**src/obt_pkg.sv**
```systemverilog
// Summary of operation
// - each store clock rise captures its bus
// - capture never gated by enable or direction
// - never drive both buses at once
// - enable high leaves both buses undriven
// - toward a, live select drives live b
// - toward a, stored select drives b register
// - toward b, live select drives live a
// - toward b, stored select drives a register
// - build option inverts the driven data
// - idle and static clocks hold registers
package obt_pkg;

  // ---------------------------------------------------------------
  // widths and reset values
  // ---------------------------------------------------------------
  localparam int          OBT_WIDTH          = 8;     // bus lines
  localparam logic        OBT_OE_RESET       = 1'h0;  // released
  localparam logic [7:0]  OBT_OUT_RESET      = 8'h00; // quiet data
  // previous store clock level after reset; high so a clock that
  // is already high at release does not look like a rising edge
  localparam logic        OBT_STORE_CLK_INIT = 1'h1;

  // ---------------------------------------------------------------
  // control encodings
  // ---------------------------------------------------------------
  localparam logic OBT_ENABLE_ACTIVE = 1'h0;  // drive enable is low
  localparam logic OBT_DIR_TO_A      = 1'h0;  // b side feeds a bus
  localparam logic OBT_DIR_TO_B      = 1'h1;  // a side feeds b bus
  localparam logic OBT_SEL_LIVE      = 1'h0;  // pass-through data
  localparam logic OBT_SEL_STORED    = 1'h1;  // register contents

  // ---------------------------------------------------------------
  // drive modes, gray along isolate -> a -> b
  // ---------------------------------------------------------------
  typedef enum logic [1:0]
  {
    OBT_MODE_ISOLATE = 2'h0,
    OBT_MODE_DRIVE_A = 2'h1,
    OBT_MODE_DRIVE_B = 2'h3
  } obt_mode_type;

endpackage

```
**src/obt_store_reg.sv**
```systemverilog
`timescale 1ns/1ps
module obt_store_reg
  import obt_pkg::*;
#(
  parameter int WIDTH = OBT_WIDTH
)
(
  // clock and reset
  input  wire logic             clk,
  input  wire logic             reset,
  // store clock level and bus level
  input  wire logic             store_clock,
  input  wire logic [WIDTH-1:0] bus_level,
  // held contents
  output logic      [WIDTH-1:0] stored
);

  // ---------------------------------------------------------------
  // store clock edge detection
  // ---------------------------------------------------------------
  logic store_clock_prev;  // level seen one cycle earlier
  logic store_rise;        // low-to-high seen this cycle

  // inputs are synchronous to clk, so no synchroniser is needed
  always_ff @(posedge clk or posedge reset)
  begin
    if (reset)
      store_clock_prev <= OBT_STORE_CLK_INIT;
    else
      store_clock_prev <= store_clock;
  end

  assign store_rise = store_clock & ~store_clock_prev;

  // ---------------------------------------------------------------
  // storage, deliberately without reset
  // ---------------------------------------------------------------
  // pins are read whatever the drive mode, so a driven bus stores
  // the value the device itself puts out
  always_ff @(posedge clk)
  begin
    // no edge means no load, so both registers hold in every mode
    if (store_rise)
      stored <= bus_level;
  end

  // ---------------------------------------------------------------
  // checks
  // ---------------------------------------------------------------
  capture_on_edge_a: assert property (
    @(posedge clk) disable iff (reset)
    store_rise |=> stored == $past(bus_level))
    else $error("store edge did not capture bus");

  hold_no_edge_a: assert property (
    @(posedge clk) disable iff (reset)
    !store_rise |=> $stable(stored))
    else $error("register changed without store edge");

endmodule

```
**src/obt_transceiver.sv**
```systemverilog
`timescale 1ns/1ps
module obt_transceiver
  import obt_pkg::*;
#(
  parameter int WIDTH  = OBT_WIDTH,  // bus lines
  parameter bit INVERT = 1'b0        // inverting build variant
)
(
  // clock and reset
  input  wire logic             clk,
  input  wire logic             reset,
  // transfer control
  input  wire logic             drive_enable_n,
  input  wire logic             direction,
  input  wire logic             a_side_source_select,
  input  wire logic             b_side_source_select,
  // store clocks
  input  wire logic             a_to_b_store_clock,
  input  wire logic             b_to_a_store_clock,
  // a bus pin
  input  wire logic [WIDTH-1:0] a_bus_in,
  output logic      [WIDTH-1:0] a_bus_out,
  output logic                  a_bus_oe,
  // b bus pin
  input  wire logic [WIDTH-1:0] b_bus_in,
  output logic      [WIDTH-1:0] b_bus_out,
  output logic                  b_bus_oe
);

  // ---------------------------------------------------------------
  // declarations
  // ---------------------------------------------------------------
  localparam logic [WIDTH-1:0] INV_MASK = {WIDTH{INVERT}};

  logic [WIDTH-1:0] a_store;     // a bus contents
  logic [WIDTH-1:0] b_store;     // b bus contents
  obt_mode_type     next_mode;   // drive mode from controls
  logic [WIDTH-1:0] next_a_out;  // data toward the a bus
  logic [WIDTH-1:0] next_b_out;  // data toward the b bus

  // ---------------------------------------------------------------
  // storage registers
  // ---------------------------------------------------------------
  // a side register watches the a pins on its own store clock
  obt_store_reg #(
    .WIDTH       (WIDTH)
  ) u_a_store (
    .clk         (clk),
    .reset       (reset),
    .store_clock (a_to_b_store_clock),
    .bus_level   (a_bus_in),
    .stored      (a_store)
  );

  // b side register watches the b pins on its own store clock
  obt_store_reg #(
    .WIDTH       (WIDTH)
  ) u_b_store (
    .clk         (clk),
    .reset       (reset),
    .store_clock (b_to_a_store_clock),
    .bus_level   (b_bus_in),
    .stored      (b_store)
  );

  // ---------------------------------------------------------------
  // drive mode decode
  // ---------------------------------------------------------------
  // one mode at a time, so both enables can never be high together
  always_comb
  begin
    if (drive_enable_n != OBT_ENABLE_ACTIVE)
      next_mode = OBT_MODE_ISOLATE;
    else if (direction == OBT_DIR_TO_B)
      next_mode = OBT_MODE_DRIVE_B;
    else
      next_mode = OBT_MODE_DRIVE_A;
  end

  // ---------------------------------------------------------------
  // data source select
  // ---------------------------------------------------------------
  // inversion is applied in each branch of the select, so live and stored
  // data are treated alike
  always_comb
  begin
    if (a_side_source_select == OBT_SEL_STORED)
      next_a_out = b_store ^ INV_MASK;
    else
      next_a_out = b_bus_in ^ INV_MASK;
    if (b_side_source_select == OBT_SEL_STORED)
      next_b_out = a_store ^ INV_MASK;
    else
      next_b_out = a_bus_in ^ INV_MASK;
  end

  // ---------------------------------------------------------------
  // a bus output flops
  // ---------------------------------------------------------------
  // registered outputs add one clk of latency; the trade buys
  // glitch-free enables on the pin
  always_ff @(posedge clk or posedge reset)
  begin
    if (reset)
    begin
      a_bus_oe  <= OBT_OE_RESET;
      a_bus_out <= WIDTH'(OBT_OUT_RESET);
    end
    else
    begin
      a_bus_oe  <= (next_mode == OBT_MODE_DRIVE_A);
      a_bus_out <= next_a_out;
    end
  end

  // ---------------------------------------------------------------
  // b bus output flops
  // ---------------------------------------------------------------
  always_ff @(posedge clk or posedge reset)
  begin
    if (reset)
    begin
      b_bus_oe  <= OBT_OE_RESET;
      b_bus_out <= WIDTH'(OBT_OUT_RESET);
    end
    else
    begin
      b_bus_oe  <= (next_mode == OBT_MODE_DRIVE_B);
      b_bus_out <= next_b_out;
    end
  end

  // attached logic must release whichever bus has its enable high;
  // contention there is not detected here

  // ---------------------------------------------------------------
  // checks
  // ---------------------------------------------------------------
  // outputs are registered, so every check but one_side_a looks one edge past
  // the controls that chose them; $past lines the data up again
  one_side_a: assert property (
    @(posedge clk) disable iff (reset)
    !(a_bus_oe && b_bus_oe))
    else $error("both buses driven");

  isolate_both_a: assert property (
    @(posedge clk) disable iff (reset)
    (drive_enable_n != OBT_ENABLE_ACTIVE) |=> !a_bus_oe && !b_bus_oe)
    else $error("bus driven while enable inactive");

  live_b_to_a_a: assert property (
    @(posedge clk) disable iff (reset)
    (drive_enable_n == OBT_ENABLE_ACTIVE && direction == OBT_DIR_TO_A
     && a_side_source_select == OBT_SEL_LIVE)
    |=> a_bus_oe && !b_bus_oe
        && a_bus_out == ($past(b_bus_in) ^ INV_MASK))
    else $error("a bus not fed from live b");

  stored_b_to_a_a: assert property (
    @(posedge clk) disable iff (reset)
    (drive_enable_n == OBT_ENABLE_ACTIVE && direction == OBT_DIR_TO_A
     && a_side_source_select == OBT_SEL_STORED)
    |=> a_bus_oe && !b_bus_oe
        && a_bus_out == ($past(b_store) ^ INV_MASK))
    else $error("a bus not fed from b register");

  live_a_to_b_a: assert property (
    @(posedge clk) disable iff (reset)
    (drive_enable_n == OBT_ENABLE_ACTIVE && direction == OBT_DIR_TO_B
     && b_side_source_select == OBT_SEL_LIVE)
    |=> b_bus_oe && !a_bus_oe
        && b_bus_out == ($past(a_bus_in) ^ INV_MASK))
    else $error("b bus not fed from live a");

  stored_a_to_b_a: assert property (
    @(posedge clk) disable iff (reset)
    (drive_enable_n == OBT_ENABLE_ACTIVE && direction == OBT_DIR_TO_B
     && b_side_source_select == OBT_SEL_STORED)
    |=> b_bus_oe && !a_bus_oe
        && b_bus_out == ($past(a_store) ^ INV_MASK))
    else $error("b bus not fed from a register");

  invert_variant_a: assert property (
    @(posedge clk) disable iff (reset)
    (b_side_source_select == OBT_SEL_LIVE)
    |=> (b_bus_out ^ $past(a_bus_in)) == INV_MASK)
    else $error("inversion does not match variant");

  // the a side path has its own xor, so it is checked on its own
  invert_toward_a_a: assert property (
    @(posedge clk) disable iff (reset)
    (a_side_source_select == OBT_SEL_LIVE)
    |=> (a_bus_out ^ $past(b_bus_in)) == INV_MASK)
    else $error("a side inversion does not match variant");

  isolate_hold_a: assert property (
    @(posedge clk) disable iff (reset)
    (drive_enable_n != OBT_ENABLE_ACTIVE
     && $stable(a_to_b_store_clock) && $stable(b_to_a_store_clock))
    |=> $stable(a_store) && $stable(b_store)
        && !a_bus_oe && !b_bus_oe)
    else $error("isolation did not hold storage");

  // main scenarios
  drive_a_stored_c: cover property (
    @(posedge clk) disable iff (reset)
    a_bus_oe && $past(a_side_source_select == OBT_SEL_STORED));

  drive_b_live_c: cover property (
    @(posedge clk) disable iff (reset)
    b_bus_oe && $past(b_side_source_select == OBT_SEL_LIVE));

  both_store_isolated_c: cover property (
    @(posedge clk) disable iff (reset)
    drive_enable_n && $rose(a_to_b_store_clock)
    && $rose(b_to_a_store_clock));

  turnaround_c: cover property (
    @(posedge clk) disable iff (reset)
    a_bus_oe ##1 !a_bus_oe && !b_bus_oe ##1 b_bus_oe);

  // storing the bus that the device itself is driving
  stored_while_driven_c: cover property (
    @(posedge clk) disable iff (reset)
    b_bus_oe && $rose(b_to_a_store_clock));

endmodule

```
**config.mk**
```make
export PLATFORM = sky130hd
export DESIGN_NAME = obt_transceiver
export DESIGN_NICKNAME = d
export VERILOG_FILES = /design/src/obt_pkg.sv /design/src/obt_store_reg.sv /design/src/obt_transceiver.sv
export SDC_FILE = /design/constraint.sdc
export NUM_CORES = 1
export LEC_CHECK = 0
export BUFFER_PORTS_ARGS = -buffer_cell sky130_fd_sc_hd__buf_2
export CELL_PAD_IN_SITES_DETAIL_PLACEMENT = 0
export CELL_PAD_IN_SITES_GLOBAL_PLACEMENT = 1
export CORE_ASPECT_RATIO = 1.2
export CORE_MARGIN = 4
export CORE_UTILIZATION = 35
export DETAILED_ROUTE_END_ITERATION = 10
export PLACE_DENSITY_LB_ADDON = 0.1
export SYNTH_ARGS = -nofsm -noshare
export SYNTH_HDL_FRONTEND = slang
export SYNTH_SLANG_ARGS = --single-unit
```
**constraint.sdc**
```tcl
create_clock -name clk -period 1.2 [get_ports clk]
set_input_delay 0.3 -clock clk [delete_from_list [all_inputs] [get_ports clk]]
set_output_delay 0.3 -clock clk [all_outputs]
set_load 0.01 [all_outputs]
```
## After elaboration in Yosys (flattened, before gate mapping)

Cells that the tools add are included.

| cells by class | value |
|---|---|
| mux-type cells | 4 |
| bitwise operators | 4 |
| eq/ne operators | 2 |

Operator list:

| operator | count |
|---|---|
| 8-bit two-way mux | 2 |
| 2-bit two-way mux | 2 |
| 1-bit bitwise AND | 2 |
| 2-bit by 1-bit equality test with 1-bit output, second input constant | 1 |
| 2-bit equality test, second input constant | 1 |
| 1-bit NOT | 2 |

| storage, ports and cells | value |
|---|---|
| output and inout bits | 18 |
| word-level logic and storage cells | 18 |
| register bits | 36 |

## Depth between registers and ports, before layout

Gate-level depths: netlist (run 1).

| logic depth | value |
|---|---|
| depth after elaboration | 3 |
| gate-level depth with buffers | 2 |
| depth with buffers taken out | 1 |

## By module

Synthesis (run 1) repeated with hierarchy kept, for this count alone.

| unflattened totals | value |
|---|---|
| cell total of the unflattened synthesis | 61 |
| area total of the unflattened synthesis | 1,295.0 sq um |

Modules (own cells, without submodules):

| module | sequential area each (sq um) | instances | area an instance (sq um) | cells an instance |
|---|---|---|---|---|
| obt_transceiver | 450.4 | 1 | 726.9 | 39 |
| obt_store_reg | 266.5 | 2 | 284.0 | 11 |

## Least setup slack after synthesis (run 1)

Ideal clock, no wire load.

| path | value |
|---|---|
| path type | flip-flop to flip-flop |
| start | register u_a_store.store_clock_prev |
| end | register u_a_store.stored[0], enable pin |
| required time | 0.827 ns |
| cell stages (with the launch flop) | 2 |
| data arrival time | 0.741 ns |
| setup slack | 0.085 ns |
| period minus slack after synthesis | 1.115 ns |
| cell sequence | dfstp_2 nor2b_1 |

| on the way | value |
|---|---|
| word-level cells in the longest chain between the ends | 2 |

Ends and longest elaborated chain:

| item | RTL line | text |
|---|---|---|
| from (decl) | obt_store_reg.sv:21 | `logic store_clock_prev;` |
| from (signal assigned) | obt_store_reg.sv:30 | `store_clock_prev <= store_clock;` |
| 1-bit NOT | obt_store_reg.sv:33 | `assign store_rise = store_clock & ~store_clock_prev;` |
| 1-bit bitwise AND | obt_store_reg.sv:33 |  |
| net u_a_store.store_rise | obt_store_reg.sv:22 | `logic store_rise;` |
| to (signal assigned) | obt_store_reg.sv:44 | `stored <= bus_level;` |
| to (decl) | obt_store_reg.sv:15 | `output logic [WIDTH-1:0] stored` |

The timed path passes the listed nets, and every way through them passes these cells.
A chain may end at the register's enable or synchronous reset.

## Worst setup path after layout (run 1)

| path | value |
|---|---|
| start | register a_bus_out[5] |
| end | output port a_bus_out[5] |

RTL lines:

| item | RTL line | text |
|---|---|---|
| from (decl) | obt_transceiver.sv:22 | `output logic [WIDTH-1:0] a_bus_out,` |
| from (signal assigned) | obt_transceiver.sv:107 | `a_bus_out <= WIDTH'(OBT_OUT_RESET);` |
| from (signal assigned) | obt_transceiver.sv:112 | `a_bus_out <= next_a_out;` |

No word-level cell between the ends.

==> flow_summary.yaml, run 1 <==
hold_path:
  hold_path_end: "u_a_store.store_clock_prev"
  whs_path_depth: 1
  hold_class: "in -> reg"
  hp-start: "a_to_b_store_clock"
floorplan:
  placement_rows: 23
  die_w_um: 63.0
  die_h_um: 74.1
  core_area_um2: 3420
  start_util: 0.372
  ios: 42
  dieArea_um2: 4670
layout:
  n_antenna_cell: 0
  final_cells: 148
  multiInputGateArea_um2: 263
  drive_gt1_frac: 0.622
  area_growth_pct: 28.2
  seq_area_um2: 983
  nNetsFinal: 134
  final_area_um2: 1630
  fillers: 295
synthesis:
  ys.flop_type: "dfrtp_1"
  synthCells: 59
  avgSynthCellArea_um2: 21.6
  syn-num-nets: 83
  synth_seq_cells: 36
  synth_area_um2: 1270
  synthMostInstantiatedCell: "dfrtp_1"
  yosys_warnings: 0
  async_reset_ff_frac: 0.556
  synth_top_area_cell: "edfxtp_1"
  yosys-top-cells-area: "edfxtp_1 (38%), dfrtp_1 (35%), mux2_4 (19%)"
  seq_area_frac_synth: 0.773
  synth_cell_type_count: 8
  synth.top_cell.area_share: 0.378
  synth_edf_count: 16
  synth_commonest_cells: "dfrtp_1 (18), edfxtp_1 (16), mux2_4 (16), nor2b_1 (3)"
placed_design:
  io_buffers: 41
  placed_cells: 139
  dp_hpwl_mm: 1.51
  placed_area_um2: 1530
  finalWeightedCongestion: 0.610
route:
  first_iter_violations: 7
  via_count: 651
  wl_per_cell_um: 13.0
  first_pass_iters: 2
  antenna_left: 0
  drt_wl_total_mm: 1.93
  routed_via_density: 4.40
  remaining_drc_errors: 0
power_and_ir_drop:
  comb_power_share: 0.093
  p_int_w: 0.00196
  peakVddDrop_mv: 0.809
  swShare: 0.204
  leakage_nw: 0.761
  powerDensity_nw_per_um2: 1510
  clockPowerShare: 0.347
  seqPwrFrac: 0.561
  switching_power_w: 0.000500
clock_network:
  cts-root-buf: "clkbuf_8"
  cts_buffers: 5
  clkLatencyLatePin_ns: 0.28
  cts_sinks: 36
  cts_tree: "built"
  cts_buffer_depth: 2
  post-cts-setup-buffers: 0
  clkTransAtPathRegs_ns: 0.06
  htree_num_levels: 2
worst_setup_path:
  path_cells: "buf_2"
  worst-setup-path-type: "reg -> out"
  critPathSlowestCell: "dfrtp_1"
  ff2ff_path_depth: 2
  crit_required_ns: 0.90
  worst-r2r-setup-slack_ns: 0.23
  cp.arrival_ns: 0.77
  worst_setup_path_end_kind: "output port"
  critical-path-top-delay-family: "flip-flops"
  critPathMaxStageDelay_ns: 0.36
  startpoint_type: "flop"
  reg2reg_from: "u_b_store.store_clock_prev"
  r2r-end: "u_b_store.stored[0]"
  path_buf_inv: 1
  worst-path-max-fanout: 1
  cp.depth: 1
grt:
  gr-total-overflow: 0
  grt_max_degree: 11
  grt_antenna_before_repair: 0
  gr-usage-all-layers: 0.0936
  grt_pass1_wl_mm: 3.15
  first_global_vias: 636
sta:
  period_share: 0.895
  max_freq_ghz: 0.931
  post-route-min-period_ns: 1.07
  finalSetupTns_ns: 0
  clock_skew_ns: 0.00425
  drv_slew: 0
  grt_setup_unrepaired: "no"
  setup_violations: 0
  hold_violations: 0
  tightest_slew_ns: 0.298
  relSlewSlack: 0.801
outcome:
  status: "complete, no violations"
flow_run:
  cap_viol_max_count: 0
-- power groups by stage --
stage	Sequential, W	Clock [W]	Combinational [W]
2_1_floorplan	0.00143	0	0.000103
3_3_place_gp	0.00140	0	0.000228
3_5_place_dp	0.00140	0	0.000233
4_1_cts	0.00138	0.000887	0.000235
5_1_grt	0.00138	0.000954	0.000251
6_report	0.00138	0.000852	0.000228
-- per-layer routing --
metal / wire length [µm] / track usage / vias to the layer above / share of wire
li1: - / - / 309 / -
met1: 748 / 0.0984 / 308 / 0.39
met2: 925 / 0.143 / 30 / 0.48
met3: 216 / 0.0574 / 4 / 0.11
met4: 36 / 0.0588 / 0 / 0.019
met5: 0 / 0 / - / 0
-- cell usage in the layout, fill, tap and decap left out --
master and count:
mux2_4 16, clkbuf_1 2, clkbuf_8 6, dfstp_2 2, buf_2 41, dlygate4sd3_1 1
buf_4 4, dfrtp_1 18, inv_1 1, nor2_1 1, nor2b_1 3, edfxtp_1 16
-- final cells by class --
cell class	instances	area share
Sequential cell	36	0.603
Multi-Input combinational cell	20	0.161
Timing Repair Buffer	46	0.150
Clock buffer	8	0.0552
Tap cell	37	0.0284
Inverter	1	0.00230
-- sequential cells by signal (all words and copies together), names as in the netlist --
name	cells
u_b_store.stored	8
a_bus_out	8
u_a_store.store_clock_prev	1
u_a_store.stored	8
b_bus_oe	1
a_bus_oe	1
u_b_store.store_clock_prev	1
b_bus_out	8
-- how the worst max path moves through the flow --
stage	end	startpoint
2_1_floorplan	u_a_store.stored[0]	u_a_store.store_clock_prev
4_1_cts	a_bus_out[5]	a_bus_out[5]
5_1_grt	a_bus_out[5]	a_bus_out[5]
3_5_place_dp	u_b_store.stored[0]	b_to_a_store_clock
6_report	a_bus_out[5]	a_bus_out[5]
3_3_place_gp	a_bus_out[1]	a_side_source_select
-- timing repair --
action,4_1_cts,5_1_grt
gates resized for setup,0,0
hold buffers,1,0
hold endpoints to repair,4,0
-- cells by family (layout without fill, tap and decap cells) --
family | after synthesis | after routing | share of synthesized area
buffers and inverters | 3 | 55 | 0.0206
DFF | 36 | 36 | 0.773
and+or+nand+nor | 4 | 4 | 0.0177
muxes | 16 | 16 | 0.189
-- per-stage QoR --
stage	setup slack [ns]	power (W)	util	hold slack (ns)
5_1_grt	0.0747	0.00259	0.476	0.103
3_5_place_dp	0.180	0.00163	0.447	0.264
2_1_floorplan	0.0854	0.00153	-	0.262
3_3_place_gp	0.193	0.00163	0.447	0.254
6_report	0.126	0.00246	0.476	0.123
4_1_cts	0.104	0.00250	0.476	0.111
Note: power is estimated with default switching activity, not from simulation.
==> run 2, diff against run 1 <==
--- a/config.mk
+++ b/config.mk
@@ -5,12 +5,13 @@
 export SDC_FILE = /design/constraint.sdc
 export NUM_CORES = 1
 export LEC_CHECK = 0
+export ABC_AREA = 1
 export BUFFER_PORTS_ARGS = -buffer_cell sky130_fd_sc_hd__buf_2
 export CELL_PAD_IN_SITES_DETAIL_PLACEMENT = 0
 export CELL_PAD_IN_SITES_GLOBAL_PLACEMENT = 1
 export CORE_ASPECT_RATIO = 1.2
 export CORE_MARGIN = 4
-export CORE_UTILIZATION = 35
+export CORE_UTILIZATION = 33
 export DETAILED_ROUTE_END_ITERATION = 10
 export PLACE_DENSITY_LB_ADDON = 0.1
 export SYNTH_ARGS = -nofsm -noshare
==> flow_summary.yaml, run 2 <==
outcome:
  status: "complete, no violations"
placed_design:
  placed_cells: 176
  finalWeightedCongestion: 0.684
  io_buffers: 41
  dp_hpwl_mm: 1.70
sta:
  tightest_slew_ns: 0.357
  clock_skew_ns: 0.00218
  grt_setup_unrepaired: "no"
  relSlewSlack: 0.762
  post-route-min-period_ns: 1.08
  drv_slew: 0
  period_share: 0.898
  max_freq_ghz: 0.928
  finalSetupTns_ns: 0
  hold_violations: 0
  setup_violations: 0
power_and_ir_drop:
  clockPowerShare: 0.349
  comb_power_share: 0.085
  swShare: 0.212
  powerDensity_nw_per_um2: 1540
  seqPwrFrac: 0.566
  leakage_nw: 0.803
  peakVddDrop_mv: 0.766
  p_int_w: 0.00192
  switching_power_w: 0.000516
route:
  drt_wl_total_mm: 2.25
  remaining_drc_errors: 0
  first_pass_iters: 2
  antenna_left: 0
  first_iter_violations: 26
  via_count: 788
  routed_via_density: 4.26
  wl_per_cell_um: 12.1
synthesis:
  synth_area_um2: 1220
  synth_cell_type_count: 8
  async_reset_ff_frac: 0.556
  yosys_warnings: 0
  synth_top_area_cell: "edfxtp_1"
  synth_edf_count: 16
  synth_seq_cells: 36
  seq_area_frac_synth: 0.804
  synthCells: 96
  yosys-top-cells-area: "edfxtp_1 (39%), dfrtp_1 (37%), nand2_1 (15%)"
  syn-num-nets: 120
  ys.flop_type: "dfrtp_1"
  avgSynthCellArea_um2: 12.7
  synth_commonest_cells: "nand2_1 (48), dfrtp_1 (18), edfxtp_1 (16), inv_1 (4), nor2_1 (4)"
  synthMostInstantiatedCell: "nand2_1"
  synth.top_cell.area_share: 0.393
floorplan:
  start_util: 0.354
  placement_rows: 23
  dieArea_um2: 4750
  die_h_um: 74.7
  ios: 42
  die_w_um: 63.6
  core_area_um2: 3450
grt:
  gr-usage-all-layers: 0.104
  gr-total-overflow: 0
  first_global_vias: 828
  grt_pass1_wl_mm: 3.66
  grt_max_degree: 11
  grt_antenna_before_repair: 0
clock_network:
  cts_buffer_depth: 2
  clkLatencyLatePin_ns: 0.27
  clkTransAtPathRegs_ns: 0.07
  cts_resized: 0
  post-cts-setup-buffers: 0
  cts_hold_buffers: 1
  cts_tree: "built"
  htree_num_levels: 2
  cts-root-buf: "clkbuf_8"
  cts_sinks: 36
  cts_buffers: 5
flow_run:
  cap_viol_max_count: 0
worst_setup_path:
  critPathMaxStageDelay_ns: 0.37
  worst-r2r-setup-slack_ns: 0.25
  worst-path-max-fanout: 1
  path_cells: "buf_2"
  critPathSlowestCell: "dfrtp_1"
  startpoint_type: "flop"
  critical-path-top-delay-family: "flip-flops"
  worst_setup_path_end_kind: "output port"
  path_buf_inv: 1
  cp.arrival_ns: 0.78
  crit_required_ns: 0.90
  worst-setup-path-type: "reg -> out"
layout:
  final_cells: 185
  final_cell_mix: "nand2_1 (48), buf_2 (41), dfrtp_1 (18)"
  final_common_cell: "nand2_1"
  drive_gt1_frac: 0.372
  n_antenna_cell: 0
  nNetsFinal: 171
  area_growth_pct: 29.3
hold_path:
  hold_class: "in -> reg"
-- run 2: cell count changes after synthesis --
cell,previous run,this run
nor2b_1,3,0
nand2_1,0,48
inv_2,0,2
mux2_4,16,0
inv_1,1,4
nor2_1,1,4
-- run 2: power groups by stage --
stage,logic (W),clock network (W),registers (W)
after floorplan,0.0000738,0,0.00143
after detailed placement,0.000210,0,0.00140
after global routing,0.000233,0.000941,0.00138
after CTS,0.000213,0.000885,0.00138
after global placement,0.000207,0,0.00140
final,0.000206,0.000849,0.00138
-- run 2: final timing paths --
| kind | from | to | cells after the start |
|---|---|---|---|
| max reg2reg | u_b_store.store_clock_prev | u_b_store.stored[6] | 2 |
| max in group asynchronous | reset | b_bus_out[6] | 4 |
| min | a_to_b_store_clock | u_a_store.store_clock_prev | 1 |
| min in group asynchronous | reset | a_bus_out[6] | 3 |
| max | a_bus_out[6] | a_bus_out[6] | 1 |
| min reg2reg | u_b_store.stored[6] | a_bus_out[6] | 2 |
-- run 2: per-stage QoR --
step                      hold WS [ns]  power, W  worst slack, ns   util  instance area [µm²]
final                            0.129   0.00243            0.123  0.458                 1580
after global routing             0.112   0.00256           0.0823  0.458                 1580
after CTS                        0.116   0.00248            0.103  0.458                 1580
after detailed placement         0.295   0.00161            0.205  0.429                 1480
after global placement           0.283   0.00161            0.218  0.429                 1480
after floorplan                  0.262   0.00150            0.107      -                 1220
-- run 2: final cells by class --
| cell class | instances | area, µm² |
|---|---|---|
| clock buffers | 8 | 90.1 |
| fillers | 347 | 1870 |
| inverters | 6 | 22.5 |
| multi-input cells | 52 | 195 |
| flip-flops and latches | 36 | 983 |
| well taps | 37 | 46.3 |
| repair buffers | 46 | 245 |
-- run 2: kinds of logic after synthesis --
kind of cell,Yosys count,synth area share
buffers and inverters,8,0.0368
flip-flops,36,0.804
AND/OR/NAND/NOR,52,0.160
-- run 2: layer usage --
metal,up-vias,GRT usage,routed length [µm]
met5,-,0,0
met3,6,0.0388,161
met4,0,0.0647,42
li1,399,-,-
met1,356,0.101,897
met2,27,0.187,1140
==> run 3, diff against run 2 <==
--- a/config.mk
+++ b/config.mk
@@ -7,13 +7,10 @@
 export LEC_CHECK = 0
 export ABC_AREA = 1
 export BUFFER_PORTS_ARGS = -buffer_cell sky130_fd_sc_hd__buf_2
-export CELL_PAD_IN_SITES_DETAIL_PLACEMENT = 0
-export CELL_PAD_IN_SITES_GLOBAL_PLACEMENT = 1
 export CORE_ASPECT_RATIO = 1.2
 export CORE_MARGIN = 4
-export CORE_UTILIZATION = 33
+export CORE_UTILIZATION = 35
 export DETAILED_ROUTE_END_ITERATION = 10
-export PLACE_DENSITY_LB_ADDON = 0.1
 export SYNTH_ARGS = -nofsm -noshare
 export SYNTH_HDL_FRONTEND = slang
 export SYNTH_SLANG_ARGS = --single-unit
==> flow_summary.yaml, run 3 (synthesis results as in run 2) <==
outcome:
  status: "complete, no violations"
grt:
  grt_antenna_before_repair: 0
  gr-usage-all-layers: 0.110
  grt_pass1_wl_mm: 3.48
  first_global_vias: 819
  grt_max_degree: 21
  gr-total-overflow: 0
route:
  first_iter_violations: 2
  routed_via_density: 4.28
  remaining_drc_errors: 0
  drt_wl_total_mm: 2.20
  first_pass_iters: 3
  wl_per_cell_um: 12.0
  antenna_left: 0
  via_count: 783
worst_setup_path:
  cp.arrival_ns: 0.79
  path_cells: "buf_2"
  worst_setup_path_end_kind: "output port"
  critPathSlowestCell: "dfrtp_1"
  critPathMaxStageDelay_ns: 0.37
  critical-path-top-delay-family: "flip-flops"
  worst-setup-path-type: "reg -> out"
  path_buf_inv: 1
  crit_required_ns: 0.90
  startpoint_type: "flop"
  worst-path-max-fanout: 1
sta:
  hold_violations: 0
  post-route-min-period_ns: 1.09
  period_share: 0.910
  relSlewSlack: 0.825
  clock_skew_ns: 0.00314
  grt_setup_unrepaired: "no"
  drv_slew: 0
  max_freq_ghz: 0.916
  tightest_slew_ns: 0.263
  setup_violations: 0
  finalSetupTns_ns: 0
floorplan:
  ios: 42
  placement_rows: 23
  dieArea_um2: 4510
  start_util: 0.363
  core_area_um2: 3370
  die_w_um: 62.0
  die_h_um: 72.8
clock_network:
  cts_hold_buffers: 0
  htree_num_levels: 2
  clkTransAtPathRegs_ns: 0.07
  clkLatencyLatePin_ns: 0.28
  cts_resized: 0
  cts_buffer_depth: 2
  cts_buffers: 5
  post-cts-setup-buffers: 0
  cts-root-buf: "clkbuf_8"
  cts_sinks: 36
  cts_tree: "built"
layout:
  n_antenna_cell: 0
  nNetsFinal: 169
  drive_gt1_frac: 0.384
  fillers: 315
  area_growth_pct: 29.7
  final_common_cell: "nand2_1"
  final_cell_mix: "nand2_1 (48), buf_2 (41), dfrtp_1 (18)"
placed_design:
  finalWeightedCongestion: 0.754
  dp_hpwl_mm: 1.64
  io_buffers: 41
power_and_ir_drop:
  peakVddDrop_mv: 1.30
  leakage_nw: 0.803
  power_w: 0.00261
  powerDensity_nw_per_um2: 1640
hold_path:
  hold_class: "in -> async"
flow_run:
  cap_viol_max_count: 0
run 3: stage by stage:
step / area (µm²) / utilization / std cells / hold WS [ns] / setup WS [ns]
floorplan: 1220 / - / 96 / 0.262 / 0.107
global placement: 1480 / 0.438 / 175 / 0.334 / 0.241
detailed placement: 1480 / 0.438 / 175 / 0.339 / 0.231
CTS: 1590 / 0.471 / 183 / 0.0258 / 0.0912
global route: 1590 / 0.471 / 183 / 0.0347 / 0.0554
finish: 1590 / 0.471 / 183 / 0.0300 / 0.108
run 3: cell type report:
| type | count | area (µm²) | area share |
|---|---|---|---|
| clock inverters | 3 | 42.5 | 0.0268 |
| inverters | 6 | 22.5 | 0.0142 |
| well taps | 37 | 46.3 | 0.0292 |
| multi-input cells | 52 | 195 | 0.123 |
| flip-flops and latches | 36 | 983 | 0.620 |
| repair buffers | 44 | 228 | 0.144 |
| clock buffers | 5 | 68.8 | 0.0434 |
run 3: worst paths after layout:
check / start / end / slack (ns) / cells after the start
min in group clk: a_to_b_store_clock / u_a_store.store_clock_prev / 0.12 / 1
setup / recovery: b_bus_out[1] / b_bus_out[1] / 0.11 / 1
max in group asynchronous: reset / u_b_store.store_clock_prev / 0.90 / 3
hold / removal: reset / b_bus_out[6] / 0.03 / 3
hold reg to reg: u_a_store.stored[2] / b_bus_out[2] / 0.45 / 2
setup reg to reg: u_b_store.store_clock_prev / u_b_store.stored[2] / 0.25 / 2
run 3: routing by layer:
metal  vias up  track usage  wire (µm)
li1        395            -          -
met1       361        0.110        803
met2        22        0.182       1180
met3         5       0.0602        171
met4         0       0.0495         44
met5         -            0          0
run 3: power by group:
part	leakage [nW]	total, W	internal [W]	switching [W]
Combinational	0.360	0.000202	0.0000818	0.000120
Clock	0.0541	0.00103	0.000614	0.000414
Sequential	0.389	0.00138	0.00136	0.0000146
Total	0.803	0.00261	0.00206	0.000548
